<file path="config.mk">
export PLATFORM = sky130hd
export DESIGN_NAME = sram_port_host
export DESIGN_NICKNAME = d
export VERILOG_FILES = /design/src/common/sram_port_pkg.sv /design/src/design/sram_port_host.sv
export VERILOG_INCLUDE_DIRS = /design/src /design/src/common
export SDC_FILE = /design/constraint.sdc
export NUM_CORES = 1
export LEC_CHECK = 0
export ABC_CLOCK_PERIOD_IN_PS = 4600
export BUFFER_PORTS_ARGS = -buffer_cell sky130_fd_sc_hd__buf_2
export CORE_MARGIN = 1
export CORE_UTILIZATION = 55
export DETAILED_ROUTE_END_ITERATION = 10
export PLACE_DENSITY = 0.93
export SLEW_MARGIN = 30
export SYNTH_ARGS = -nofsm -noshare
export SYNTH_HDL_FRONTEND = slang
export SYNTH_SLANG_ARGS = --single-unit
export TNS_END_PERCENT = 20
</file>
<file path="constraint.sdc">
create_clock -name sys_clk -period 4.6 [get_ports sys_clk]
set_clock_uncertainty 0.05 [all_clocks]
set_input_delay 0.46 -clock sys_clk [delete_from_list [all_inputs] [get_ports sys_clk]]
set_output_delay 0.46 -clock sys_clk [all_outputs]
set_load 0.01 [all_outputs]
</file>
<file path="src/common/sram_port_consts.svh">
// Overview of operation
// memory stores data only while select and write strobe overlap low.
// controller starts a write by driving select and write strobe low.
// write ends when select or write strobe rises, whichever first.
// data setup and hold are timed to the write-ending rising edge.
// reads keep write strobe high; select and output enable low.
// memory floats its data pins while output enable is high.
// select rising with write strobe keeps memory outputs floating.
// controller never drives data while memory drives the bus.
// strobe pulse with output enable low covers float delay plus setup.
// read address is valid no later than select falling.
// read data sampled no earlier than access delay; cycle that long.
// memory holds old read data 5 ns after address change.
// read data valid at most 55/70 ns after select falls.
// read data valid at most 25/35 ns after output enable falls.
// address valid at least 45/60 ns before write end.
// address may change at write start, held until write end.
// write data valid at least 25/30 ns before write end.
// write data stable up to write end; zero hold afterwards.
// memory deselected while select high: floats and stands by.
// 15-bit address, 8-bit data bus, 32768 byte locations.
`ifndef SRAM_PORT_CONSTS_SVH
`define SRAM_PORT_CONSTS_SVH
`define CLK_PERIOD_NS 20
// slow grade figures cover both grades
`define ADDRESS_ACCESS_DELAY_NS 70
`define ADDRESS_SETUP_TO_WRITE_END_NS 60
`define WRITE_DATA_SETUP_NS 30
`define WRITE_TO_FLOAT_DELAY_NS 25
`define READ_CYCLE_MIN_NS 70
// least times round up
`define CYC_UP(ns) (((ns) + `CLK_PERIOD_NS - 1) / `CLK_PERIOD_NS)
`define READ_WAIT_CYC `CYC_UP(`ADDRESS_ACCESS_DELAY_NS)
`define WRITE_PULSE_CYC `CYC_UP(`ADDRESS_SETUP_TO_WRITE_END_NS)
`define FLOAT_WAIT_CYC `CYC_UP(`WRITE_TO_FLOAT_DELAY_NS)
`define ADDR_W 15
`define DATA_W 8
`endif

</file>
<file path="src/common/sram_port_pkg.sv">
`default_nettype none
package sram_port_pkg;
	typedef enum logic [2:0] {
		ST_IDLE = 3'b000,
		ST_READ = 3'b001,
		ST_WRITE = 3'b010,
		ST_TURN = 3'b011
	} port_state_t;
endpackage
`default_nettype wire

</file>
<file path="src/design/sram_port_host.sv">
`timescale 1ns/10ps
`default_nettype none
`include "sram_port_consts.svh"
module sram_port_host
	import sram_port_pkg::*;
#(
	parameter int ADDR_W = `ADDR_W,
	parameter int DATA_W = `DATA_W,
	parameter int READ_CYC = `READ_WAIT_CYC,
	parameter int WRITE_CYC = `WRITE_PULSE_CYC,
	parameter int TURN_CYC = `FLOAT_WAIT_CYC
)
(
	input wire logic sys_clk,
	input wire logic sys_rst,
	input wire logic req_valid,
	output logic req_ready,
	input wire logic req_write,
	input wire logic [ADDR_W-1:0] req_addr,
	input wire logic [DATA_W-1:0] req_wdata,
	output logic rsp_valid,
	output logic [DATA_W-1:0] rsp_rdata,
	output logic [ADDR_W-1:0] mem_addr,
	output logic select_n,
	output logic write_strobe_n,
	output logic output_enable_n,
	input wire logic [DATA_W-1:0] mem_data_in,
	output logic [DATA_W-1:0] mem_data_out,
	output logic mem_data_oe
);
	// ==========================================================
	// sequencer
	port_state_t state_r, state_nxt;
	logic [7:0] cnt_r, cnt_nxt;
	logic [ADDR_W-1:0] addr_r, addr_nxt;
	logic [DATA_W-1:0] wdata_r, wdata_nxt, rdata_r, rdata_nxt;
	logic sel_r, sel_nxt, we_r, we_nxt, oe_r, oe_nxt, doe_r, doe_nxt;
	logic rsp_r, rsp_nxt;
	// read data from the pins passes three flops
	logic [DATA_W-1:0] sync1_r, sync2_r, sync3_r;

	assign req_ready = (state_r == ST_IDLE);

	always_comb
	begin
		state_nxt = state_r;
		cnt_nxt = cnt_r;
		addr_nxt = addr_r;
		wdata_nxt = wdata_r;
		rdata_nxt = rdata_r;
		sel_nxt = sel_r;
		we_nxt = we_r;
		oe_nxt = oe_r;
		doe_nxt = doe_r;
		rsp_nxt = 1'b0;
		case (state_r)
			ST_IDLE:
			begin
				if (req_valid)
				begin
					// address set on the same edge that select falls
					addr_nxt = req_addr; // see R10 see R16
					wdata_nxt = req_wdata;
					sel_nxt = 1'b1;
					cnt_nxt = 8'h00;
					if (req_write)
					begin
						// oe stays high so memory never drives
						we_nxt = 1'b1; // see R2 see R8
						doe_nxt = 1'b1;
						state_nxt = ST_WRITE;
					end
					else
					begin
						oe_nxt = 1'b1;
						state_nxt = ST_READ;
					end
				end
			end
			ST_READ:
			begin
				cnt_nxt = cnt_r + 8'h01;
				// +3 covers the pin synchroniser
				if (cnt_r == 8'(READ_CYC + 3))
				begin
					rdata_nxt = sync3_r; // see R11 see R13
					rsp_nxt = 1'b1;
					sel_nxt = 1'b0;
					oe_nxt = 1'b0;
					cnt_nxt = 8'h00;
					state_nxt = ST_TURN;
				end
			end
			ST_WRITE:
			begin
				cnt_nxt = cnt_r + 8'h01;
				if (cnt_r == 8'(WRITE_CYC - 1))
				begin
					// both rise together; data and address held
					sel_nxt = 1'b0; // see R3 see R4 see R15
					we_nxt = 1'b0;
					rsp_nxt = 1'b1;
					cnt_nxt = 8'h00;
					state_nxt = ST_TURN;
				end
			end
			ST_TURN:
			begin
				// gap lets the memory release the bus
				doe_nxt = 1'b0;
				cnt_nxt = cnt_r + 8'h01;
				if (cnt_r == 8'(TURN_CYC - 1))
					state_nxt = ST_IDLE;
			end
			default:
			begin
				state_nxt = ST_IDLE;
			end
		endcase
	end

	always_ff @(posedge sys_clk or posedge sys_rst)
	begin
		if (sys_rst)
		begin
			state_r <= ST_IDLE;
			cnt_r <= 8'h00;
			addr_r <= '0;
			wdata_r <= '0;
			rdata_r <= '0;
			sel_r <= 1'b0;
			we_r <= 1'b0;
			oe_r <= 1'b0;
			doe_r <= 1'b0;
			rsp_r <= 1'b0;
			sync1_r <= '0;
			sync2_r <= '0;
			sync3_r <= '0;
		end
		else
		begin
			state_r <= state_nxt;
			cnt_r <= cnt_nxt;
			addr_r <= addr_nxt;
			wdata_r <= wdata_nxt;
			rdata_r <= rdata_nxt;
			sel_r <= sel_nxt;
			we_r <= we_nxt;
			oe_r <= oe_nxt;
			doe_r <= doe_nxt;
			rsp_r <= rsp_nxt;
			sync1_r <= mem_data_in;
			sync2_r <= sync1_r;
			sync3_r <= sync2_r;
		end
	end

	assign mem_addr = addr_r;
	assign select_n = ~sel_r;
	assign write_strobe_n = ~we_r;
	assign output_enable_n = ~oe_r;
	assign mem_data_out = wdata_r;
	assign mem_data_oe = doe_r;
	assign rsp_valid = rsp_r;
	assign rsp_rdata = rdata_r;

	// ==========================================================
	// assertions
	property p_write_pulse;
		@(posedge sys_clk) disable iff (sys_rst)
		$fell(write_strobe_n) |-> !write_strobe_n [*3];
	endproperty
	a_write_pulse: assert property (p_write_pulse)
		else $error("write strobe pulse too short");

	property p_no_contention;
		@(posedge sys_clk) disable iff (sys_rst)
		!output_enable_n |-> !mem_data_oe;
	endproperty
	a_no_contention: assert property (p_no_contention)
		else $error("data driven while memory output enabled");

	property p_read_strobe_high;
		@(posedge sys_clk) disable iff (sys_rst)
		!output_enable_n |-> write_strobe_n;
	endproperty
	a_read_strobe_high: assert property (p_read_strobe_high)
		else $error("write strobe low during read");

	property p_addr_hold;
		@(posedge sys_clk) disable iff (sys_rst)
		(!select_n && !$fell(select_n)) |-> $stable(mem_addr);
	endproperty
	a_addr_hold: assert property (p_addr_hold)
		else $error("address moved while selected");

	property p_data_hold;
		@(posedge sys_clk) disable iff (sys_rst)
		$rose(write_strobe_n) |-> $stable(mem_data_out) && mem_data_oe;
	endproperty
	a_data_hold: assert property (p_data_hold)
		else $error("write data changed at write end");

	property p_write_both;
		@(posedge sys_clk) disable iff (sys_rst)
		$fell(write_strobe_n) |-> $fell(select_n);
	endproperty
	a_write_both: assert property (p_write_both)
		else $error("write strobe without select");

	property p_read_time;
		@(posedge sys_clk) disable iff (sys_rst)
		$fell(output_enable_n) |-> !output_enable_n [*4];
	endproperty
	a_read_time: assert property (p_read_time)
		else $error("read cycle too short");

	property p_write_end;
		@(posedge sys_clk) disable iff (sys_rst)
		$fell(write_strobe_n) |-> ##3 $rose(write_strobe_n);
	endproperty
	a_write_end: assert property (p_write_end)
		else $error("write did not end on time");
endmodule
`default_nettype wire

</file>
-- Yosys cells after proc, flatten, opt, wreduce, memory -nomap -nowiden
Cells that the tools add are included.
- bits in registers: 71
- latch bits: 0
- bits in writable memories: 0
- ROM bits: 0
- input port bits: 35
- output and inout bits: 37
- memories kept: 0
- add/sub/neg operators: 1
- multipliers: 0
- divide/modulo/power cells: 0
- $lt $le $gt $ge: 0
- equality and inequality tests: 12
- shift operators: 0
- mux-type cells: 24
- bitwise gates (word level): 3
- reduce and logical (&&, ||, !) cells: 14
- operators with widths (operator ; number):
    $pmux W8 S4 ; 1
    $mux W8 ; 3
    $reduce_and A4 Y1 ; 4
    $mux W3 ; 4
    $pmux W3 S4 ; 1
    $ne A2 B2 Y1 const B ; 5
    $mux W1 ; 9
    $add A8 B1 Y8 const B ; 1
    $eq A8 B1 Y1 const B ; 1
    $eq A8 B2 Y1 const B ; 1
    $eq A8 B3 Y1 const B ; 1
    $pmux W1 S2 ; 4
    $eq A3 B2 Y1 const B ; 2
    $reduce_and A2 Y1 ; 3
    $reduce_bool A2 Y1 ; 3
    $reduce_bool A4 Y1 ; 1
    $eq A3 B1 Y1 const B ; 1
    $logic_not A3 Y1 ; 1
    $not A1 Y1 ; 3
    $pmux W1 S3 ; 1
    $reduce_and A3 Y1 ; 1
    $reduce_bool A3 Y1 ; 1
    $mux W2 ; 1
    $ne A2 B1 Y1 const B ; 1

-- Logic depth before layout (Yosys ltp)
Gate-level depths: netlist (run 1).
- word-level depth: 3
- gate-level depth with buffers: 7
- depth with buffers taken out: 6

-- Least setup slack after synthesis (run 1)
No wires, ideal clock.
- kind: register to register
- start: register cnt_r[3]
- end: register rdata_r[0], in the netlist rsp_rdata[0]
- arrival time: 1982 ps
- data required time: 4425 ps
- path slack: 2442 ps
- cell stages (with the launch flop): 6
- path buffers: 2
- period minus slack after synthesis: 2158 ps
- cells stage by stage: dfrtp_1 or4_1 buf_2 or4_4 buf_6 mux2_4
- word-level cells in the longest chain between the ends: 2
- RTL lines (what ; RTL line ; source):
    from (decl) ; sram_port_host.sv:34 ; logic [7:0] cnt_r, cnt_nxt;
    from (signal assigned) ; sram_port_host.sv:143 ; cnt_r <= cnt_nxt;
    $eq A8 B3 Y1 ; sram_port_host.sv:84 ; if (cnt_r == 8'(READ_CYC + 3))
    $reduce_and A2 Y1 (no line) ; n/a ;
    to (signal assigned) ; sram_port_host.sv:146 ; rdata_r <= rdata_nxt;
    to (decl) ; sram_port_host.sv:36 ; logic [DATA_W-1:0] wdata_r, wdata_nxt, rdata_r, rdata_nxt;
Every way passes these cells.
A chain may end at the register's enable or synchronous reset.

-- Final worst setup path (run 1)
- start: register cnt_r[3]
- end: register rdata_r[7], in the netlist rsp_rdata[7]
Same word-level chain as after synthesis.

==> flow_summary.toml, run 1 <==
[outcome]
status = "complete, no violations"

[clock_network]
post_cts_buffers = 0
cts_buffers = 9
clock_sinks = 70
cts_max_level = 3
cts_tree = "yes"
cts_root_buffer = "clkbuf_8"
cts_resized = 0
cts_hold_buf = 0
path_clk_slew_ns = 0.08
clock_latency_ns = 0.34
clockBufferDepth = 2

[layout]
final.fill_count = 342
multiInputGateArea_sq_um = 935.9
layout-drive-gt1-share = 0.4549
regArea_sq_um = 1752
nets = 315
area_growth_pct = 22.50
num_antenna_cells = 0

[critical_path]
critical_path_arrival_ns = 2.47
r2r_cells = 3
path_max_fanout = 9
worstSetupPathType = "reg2reg"
endpoint_kind = "flip-flop"
worst-r2r-setup-slack_ns = 2.30
cp_top_family = "simple AND/OR/NAND/NOR gates"
crit_path_cell_trace = "or4_1 -> or4_4 -> mux2_4"
crit_path_start_kind = "flip-flop"
r2r-end = "rsp_rdata[7]$_DFFE_PP0P_"
slowest_delay_ns = 0.71
worst_path_max_delay_cell = "or4_1"
r2r_start = "cnt_r[3]$_DFFE_PP0P_"
crit_required_ns = 4.78
critPathBufInv = 0

[synth]
syn_area_per_cell_sq_um = 14.07
synthAdderAreaFrac = 0.03630
yosysSeqAreaShare = 0.6352
synthMuxAreaShare = 0.1488
synth_xor_area_frac = 0.006352
yosys.area_share.simple = 0.06670
synth_top_family_by_area = "multiplexers"
syn_area_sq_um = 2758
syn_nets = 239
ys_warn_count = 0
synth-compound-area-share = 0.08031
syn_inst = 196
ys_ff_latch = 70
synth.distinct_cells = 37

[die]
fp-row-count = 25
die_height_um = 72.81
start_util = 0.5762
io_pins = 72
die_x_um = 72.81
core_sq_um = 4786
die_area_sq_um = 5301

[route]
vias = 1809
drc_errors = 0
dr.pass1.iters = 4
routed_wl_mm = 4.982
drt_iter0_markers = 120
drtAntennaViolNets = 0
vias_per_cell = 5.259
wl_per_cell_um = 14.48

[global_route]
grt_pass1_wl_mm = 7.941
grt_pass1_vias = 1818
grt_max_degree = 71
grt_usage = 0.2030
grt.overflow.total = 0
antenna_found_initial = 0

[min_path]
holdCritStartpoint = "mem_data_in[2]"
holdPathEnd = "sync1_r[2]$_DFF_PP0_"
hold_path_class = "in2reg"
min_path_cells = 1

[pwr]
switching_share = 0.2204
power_mw = 1.161
p_switching_uw = 255.9
ir_drop_mv = 0.2945
pwr-share-seq = 0.541
power_leakage_nw = 1.796
combPwrFrac = 0.023
p_int_uw = 905.4
p_per_area_nw_per_um2 = 343.8
clock_power_share = 0.435

[sta]
rsz0062_at_grt = "no"
slew_headroom = 0.4554
hold_viol_final = 0
fmax_ghz = 0.4353
maxSlewViolCount = 0
period_needed_ns = 2.297
setup_violations = 0
fin_setup_tns_ns = 0
tightest_slew_ns = 0.8169
finalCritPeriodShare = 0.4995

[placement]
place_congestion = 0.8648
hpwl_mm = 3.530
port_buffers = 71

[run]
maxCapViolations = 0
==> synth_stat cells <==
cell,n,share of area
dfrtp_1,70,0.64
mux2_2,24,0.098
nand2_1,11,0.015
inv_1,10,0.014
ha_1,8,0.036
mux2_4,8,0.044
o21ai_0,6,0.011
clkbuf_1,5,0.0068
a21o_1,4,0.011
nand2b_1,4,0.0091
o22ai_1,4,0.0091
a21boi_0,3,0.0082
a21oi_1,3,0.0054
a221oi_1,3,0.0095
nor2_1,3,0.0041
mux2i_1,2,0.0073
nand3_1,2,0.0036
nand4b_1,2,0.0064
nor2b_1,2,0.0045
nor3_1,2,0.0036
o41ai_1,2,0.0064
or2_2,2,0.0045
or3_1,2,0.0045
a211oi_1,1,0.0027
a31oi_1,1,0.0023
a41o_1,1,0.0036
buf_2,1,0.0018
buf_6,1,0.0041
nand4_1,1,0.0023
nor4_1,1,0.0023
o21bai_1,1,0.0027
o31ai_1,1,0.0027
o41ai_2,1,0.0059
or4_1,1,0.0027
or4_4,1,0.0041
xnor2_1,1,0.0032
xor2_1,1,0.0032
==> state kept, by name, summed over array words and instances, names as in the netlist <==
name / flops
sel_r: 1
sync3_r: 8
rsp_rdata: 8
oe_r: 1
state_r: 2
mem_addr: 15
sync2_r: 8
mem_data_oe: 1
mem_data_out: 8
sync1_r: 8
rsp_valid: 1
cnt_r: 8
we_r: 1
==> placed cells by master, fill, tap and decap left out, types with 4 or more instances in the layout <==
cell,instances
o21ai_0,6
nand2_1,10
ha_1,8
a21o_1,4
buf_2,71
inv_1,9
o22ai_1,4
mux2_4,8
nand2b_1,4
mux2_2,24
clkbuf_8,10
dfrtp_1,70
==> per-stage QoR <==
| stage | cells | worst slack, ns | area (sq um) | hold slack (ns) | util |
|---|---|---|---|---|---|
| floorplan | 196 | 2.322 | 2758 | 0.2812 | - |
| global placement | 328 | 2.347 | 3169 | 0.2820 | 0.6622 |
| detailed placement | 328 | 2.248 | 3169 | 0.2847 | 0.6622 |
| CTS | 344 | 2.229 | 3376 | 0.1546 | 0.7054 |
| global route | 344 | 2.275 | 3378 | 0.1565 | 0.7059 |
| finish | 344 | 2.303 | 3378 | 0.1676 | 0.7059 |
==> routing by layer <==
metal  up-vias  GRT usage  part of all wire
met5         -          0                 0
met4         0     0.1307             0.024
met3        14    0.05525             0.058
met2        81     0.3167              0.50
met1       867     0.2507              0.42
li1        847          -                 -
==> kinds of logic (layout without fill, tap and decap cells) <==
group	Yosys count	count (layout)
AOI/OAI and AO/OA	31	31
xor gates and xnor gates	2	2
adders and majority gates	8	8
buffers and inverters	17	98
DFF	70	70
muxes	34	34
and+or+nand+nor	34	34
==> how the worst max path moves through the flow <==
| stage | startpoint | end | cells after the start |
|---|---|---|---|
| 3_5_place_dp | state_r[0]$_DFFE_PP0P_ | mem_addr[14]$_DFFE_PP0P_ | 4 |
| 6_report | cnt_r[3]$_DFFE_PP0P_ | rsp_rdata[7]$_DFFE_PP0P_ | 3 |
| 2_1_floorplan | sys_rst | cnt_r[0]$_DFFE_PP0P_ | 1 |
| 4_1_cts | state_r[0]$_DFFE_PP0P_ | mem_addr[14]$_DFFE_PP0P_ | 4 |
| 5_1_grt | cnt_r[3]$_DFFE_PP0P_ | rsp_rdata[4]$_DFFE_PP0P_ | 3 |
| 3_3_place_gp | cnt_r[3]$_DFFE_PP0P_ | rsp_rdata[0]$_DFFE_PP0P_ | 3 |
==> power groups by stage <==
stage,combinational (mW),clock [mW],sequential (mW)
after global routing,0.0311,0.542,0.630
after global placement,0.0268,0,0.640
final,0.0270,0.505,0.629
after floorplan,0.00948,0,0.639
after detailed placement,0.0279,0,0.641
after CTS,0.0281,0.515,0.629
==> cell type report <==
class / count / share of cell area
multi-input cells: 109 / 0.2770
clock buffers: 10 / 0.04074
well taps: 67 / 0.02481
flip-flops and latches: 70 / 0.5185
inverters: 10 / 0.01111
clock inverters: 6 / 0.02037
repair buffers: 72 / 0.1074
(Power assumes the default switching activity.)
==> inputs of run 2 (changes only) <==
ABC_CLOCK_PERIOD_IN_PS = 1900   (was 4600)
CORE_UTILIZATION = 47   (was 55)
PLACE_DENSITY = 0.85   (was 0.93)
clock period = 1.9 ns   (was 4.6 ns; I/O delays follow)
==> flow_summary.toml, run 2 (synthesized netlist as in run 1, its figures left out) <==
[outcome]
status = "finished, violations left"
violations = "setup timing"

[critical_path]
crit_required_ns = 2.08
path_common_cell = "or4_4"
worst_path_max_delay_cell = "or4_4"
endpoint_kind = "flip-flop"
crit_path_cell_trace = "or4_4 -> or4_4 -> mux2_4"
critical_path_arrival_ns = 2.17
crit_path_start_kind = "flip-flop"
worstSetupPathType = "reg2reg"
path_max_fanout = 5
slowest_delay_ns = 0.57

[layout]
fin_util = 0.6539
nets = 340
final_area_sq_um = 3645
final_common_cell = "buf_2"
layout-drive-gt1-share = 0.4834
area_growth_pct = 32.17
num_antenna_cells = 0
layout_common_cells = "buf_2 (71), dfrtp_1 (70), mux2_2 (24)"
largest_reg_flops = 15

[die]
die_height_um = 78.60
fp-row-count = 27
start_util = 0.4947
die_area_sq_um = 6178
die_x_um = 78.60
core_sq_um = 5574
io_pins = 72

[placement]
place_area_sq_um = 3317
port_buffers = 71
hpwl_mm = 3.853
place_congestion = 0.8050

[sta]
tightest_slew_ns = 0.4165
period_needed_ns = 1.991
fmax_ghz = 0.5022
setup_violations = 15
hold_viol_final = 0
maxSlewViolCount = 0
slew_headroom = 0.7218
rsz0062_at_grt = "yes"
timing.final.ws_setup_ns = -0.09129
finalCritPeriodShare = 1.048

[clock_network]
cts_buffers = 9
path_clk_slew_ns = 0.08
clock_sinks = 70
clockBufferDepth = 2
cts_root_buffer = "clkbuf_8"
cts_tree = "yes"
cts_max_level = 3
post_cts_buffers = 0
clock_latency_ns = 0.34

[route]
vias = 1922
dr.pass1.iters = 4
drc_errors = 0
wl_per_cell_um = 15.36
drt_iter0_markers = 92
drtAntennaViolNets = 0
routed_wl_mm = 5.743
vias_per_cell = 5.139

[pwr]
p_switching_uw = 671.6
power_leakage_nw = 1.909
combPwrFrac = 0.031
clock_power_share = 0.411
pwr-share-seq = 0.558
power_mw = 2.728
p_per_area_nw_per_um2 = 748.5
ir_drop_mv = 0.5189
switching_share = 0.2462
p_int_mw = 2.056

[global_route]
antenna_found_initial = 0
grt.overflow.total = 0
grt_pass1_vias = 2018
grt_max_degree = 54
grt_pass1_wl_mm = 9.756
grt_usage = 0.2123

[run]
maxCapViolations = 0

[min_path]
hold_path_class = "in2reg"
run 2: final timing paths:
check | startpoint | endpoint | slack (ns) | cells past startpoint
max in group asynchronous | sys_rst | cnt_r[5]$_DFFE_PP0P_ | 0.88 | 4
worst min-delay path | req_wdata[1] | mem_data_out[1]$_DFFE_PP0P_ | 0.02 | 2
min in group asynchronous | sys_rst | mem_addr[3]$_DFFE_PP0P_ | 0.34 | 3
worst max-delay path | cnt_r[4]$_DFFE_PP0P_ | rsp_rdata[4]$_DFFE_PP0P_ | -0.09 | 3
worst min register to register | sync1_r[2]$_DFF_PP0_ | sync2_r[2]$_DFF_PP0_ | 0.30 | 0
worst max register to register | cnt_r[4]$_DFFE_PP0P_ | rsp_rdata[4]$_DFFE_PP0P_ | -0.09 | 3
run 2: timing repair:
item,CTS,global route
setup endpoints to repair,18,19
hold buffers,9,0
resized for setup,5,3
gates cloned,1,0
endpoints found under the hold margin,25,0
pin swaps,4,2
run 2: cell type report:
cell class	count	area (sq um)
Timing Repair Buffer	96	594.3
Clock buffer	9	123.9
Sequential cell	70	1752
Fill cell	423	1929
Inverter	10	41.29
Tap cell	72	90.09
Multi-Input combinational cell	110	980.9
Clock inverter	7	62.56
run 2: critical path: cells and delay by family, from the launching register on:
kind             cells  cell delay, ns
DFF                  1            0.38
and+or+nand+nor      2            1.13
muxes                1            0.32
run 2: power groups by stage:
stage / Combinational (mW) / Sequential [mW] / Clock [mW]
after global placement: 0.0697 / 1.55 / 0
final: 0.0845 / 1.52 / 1.12
after CTS: 0.0874 / 1.52 / 1.16
after global routing: 0.0973 / 1.52 / 1.22
after floorplan: 0.0234 / 1.55 / 0
after detailed placement: 0.0730 / 1.55 / 0
run 2: metal layers:
layer	GRT usage	vias up	wire [um]
met5	0	-	0
met4	0.09444	0	123
met3	0.05116	11	278
met2	0.3600	64	3097
met1	0.2554	955	2243
li1	-	892	-
run 2: stage by stage:
step / TNS, ns / cells / hold slack [ns] / setup WS [ns]
floorplan: -2.126 / 196 / 0.1714 / -0.2522
global placement: -0.7816 / 348 / 0.1562 / -0.08962
detailed placement: -1.814 / 348 / 0.1716 / -0.1598
CTS: -1.172 / 374 / 0.008551 / -0.1403
global route: -1.624 / 374 / 0.004762 / -0.1584
finish: -0.8404 / 374 / 0.02378 / -0.09129
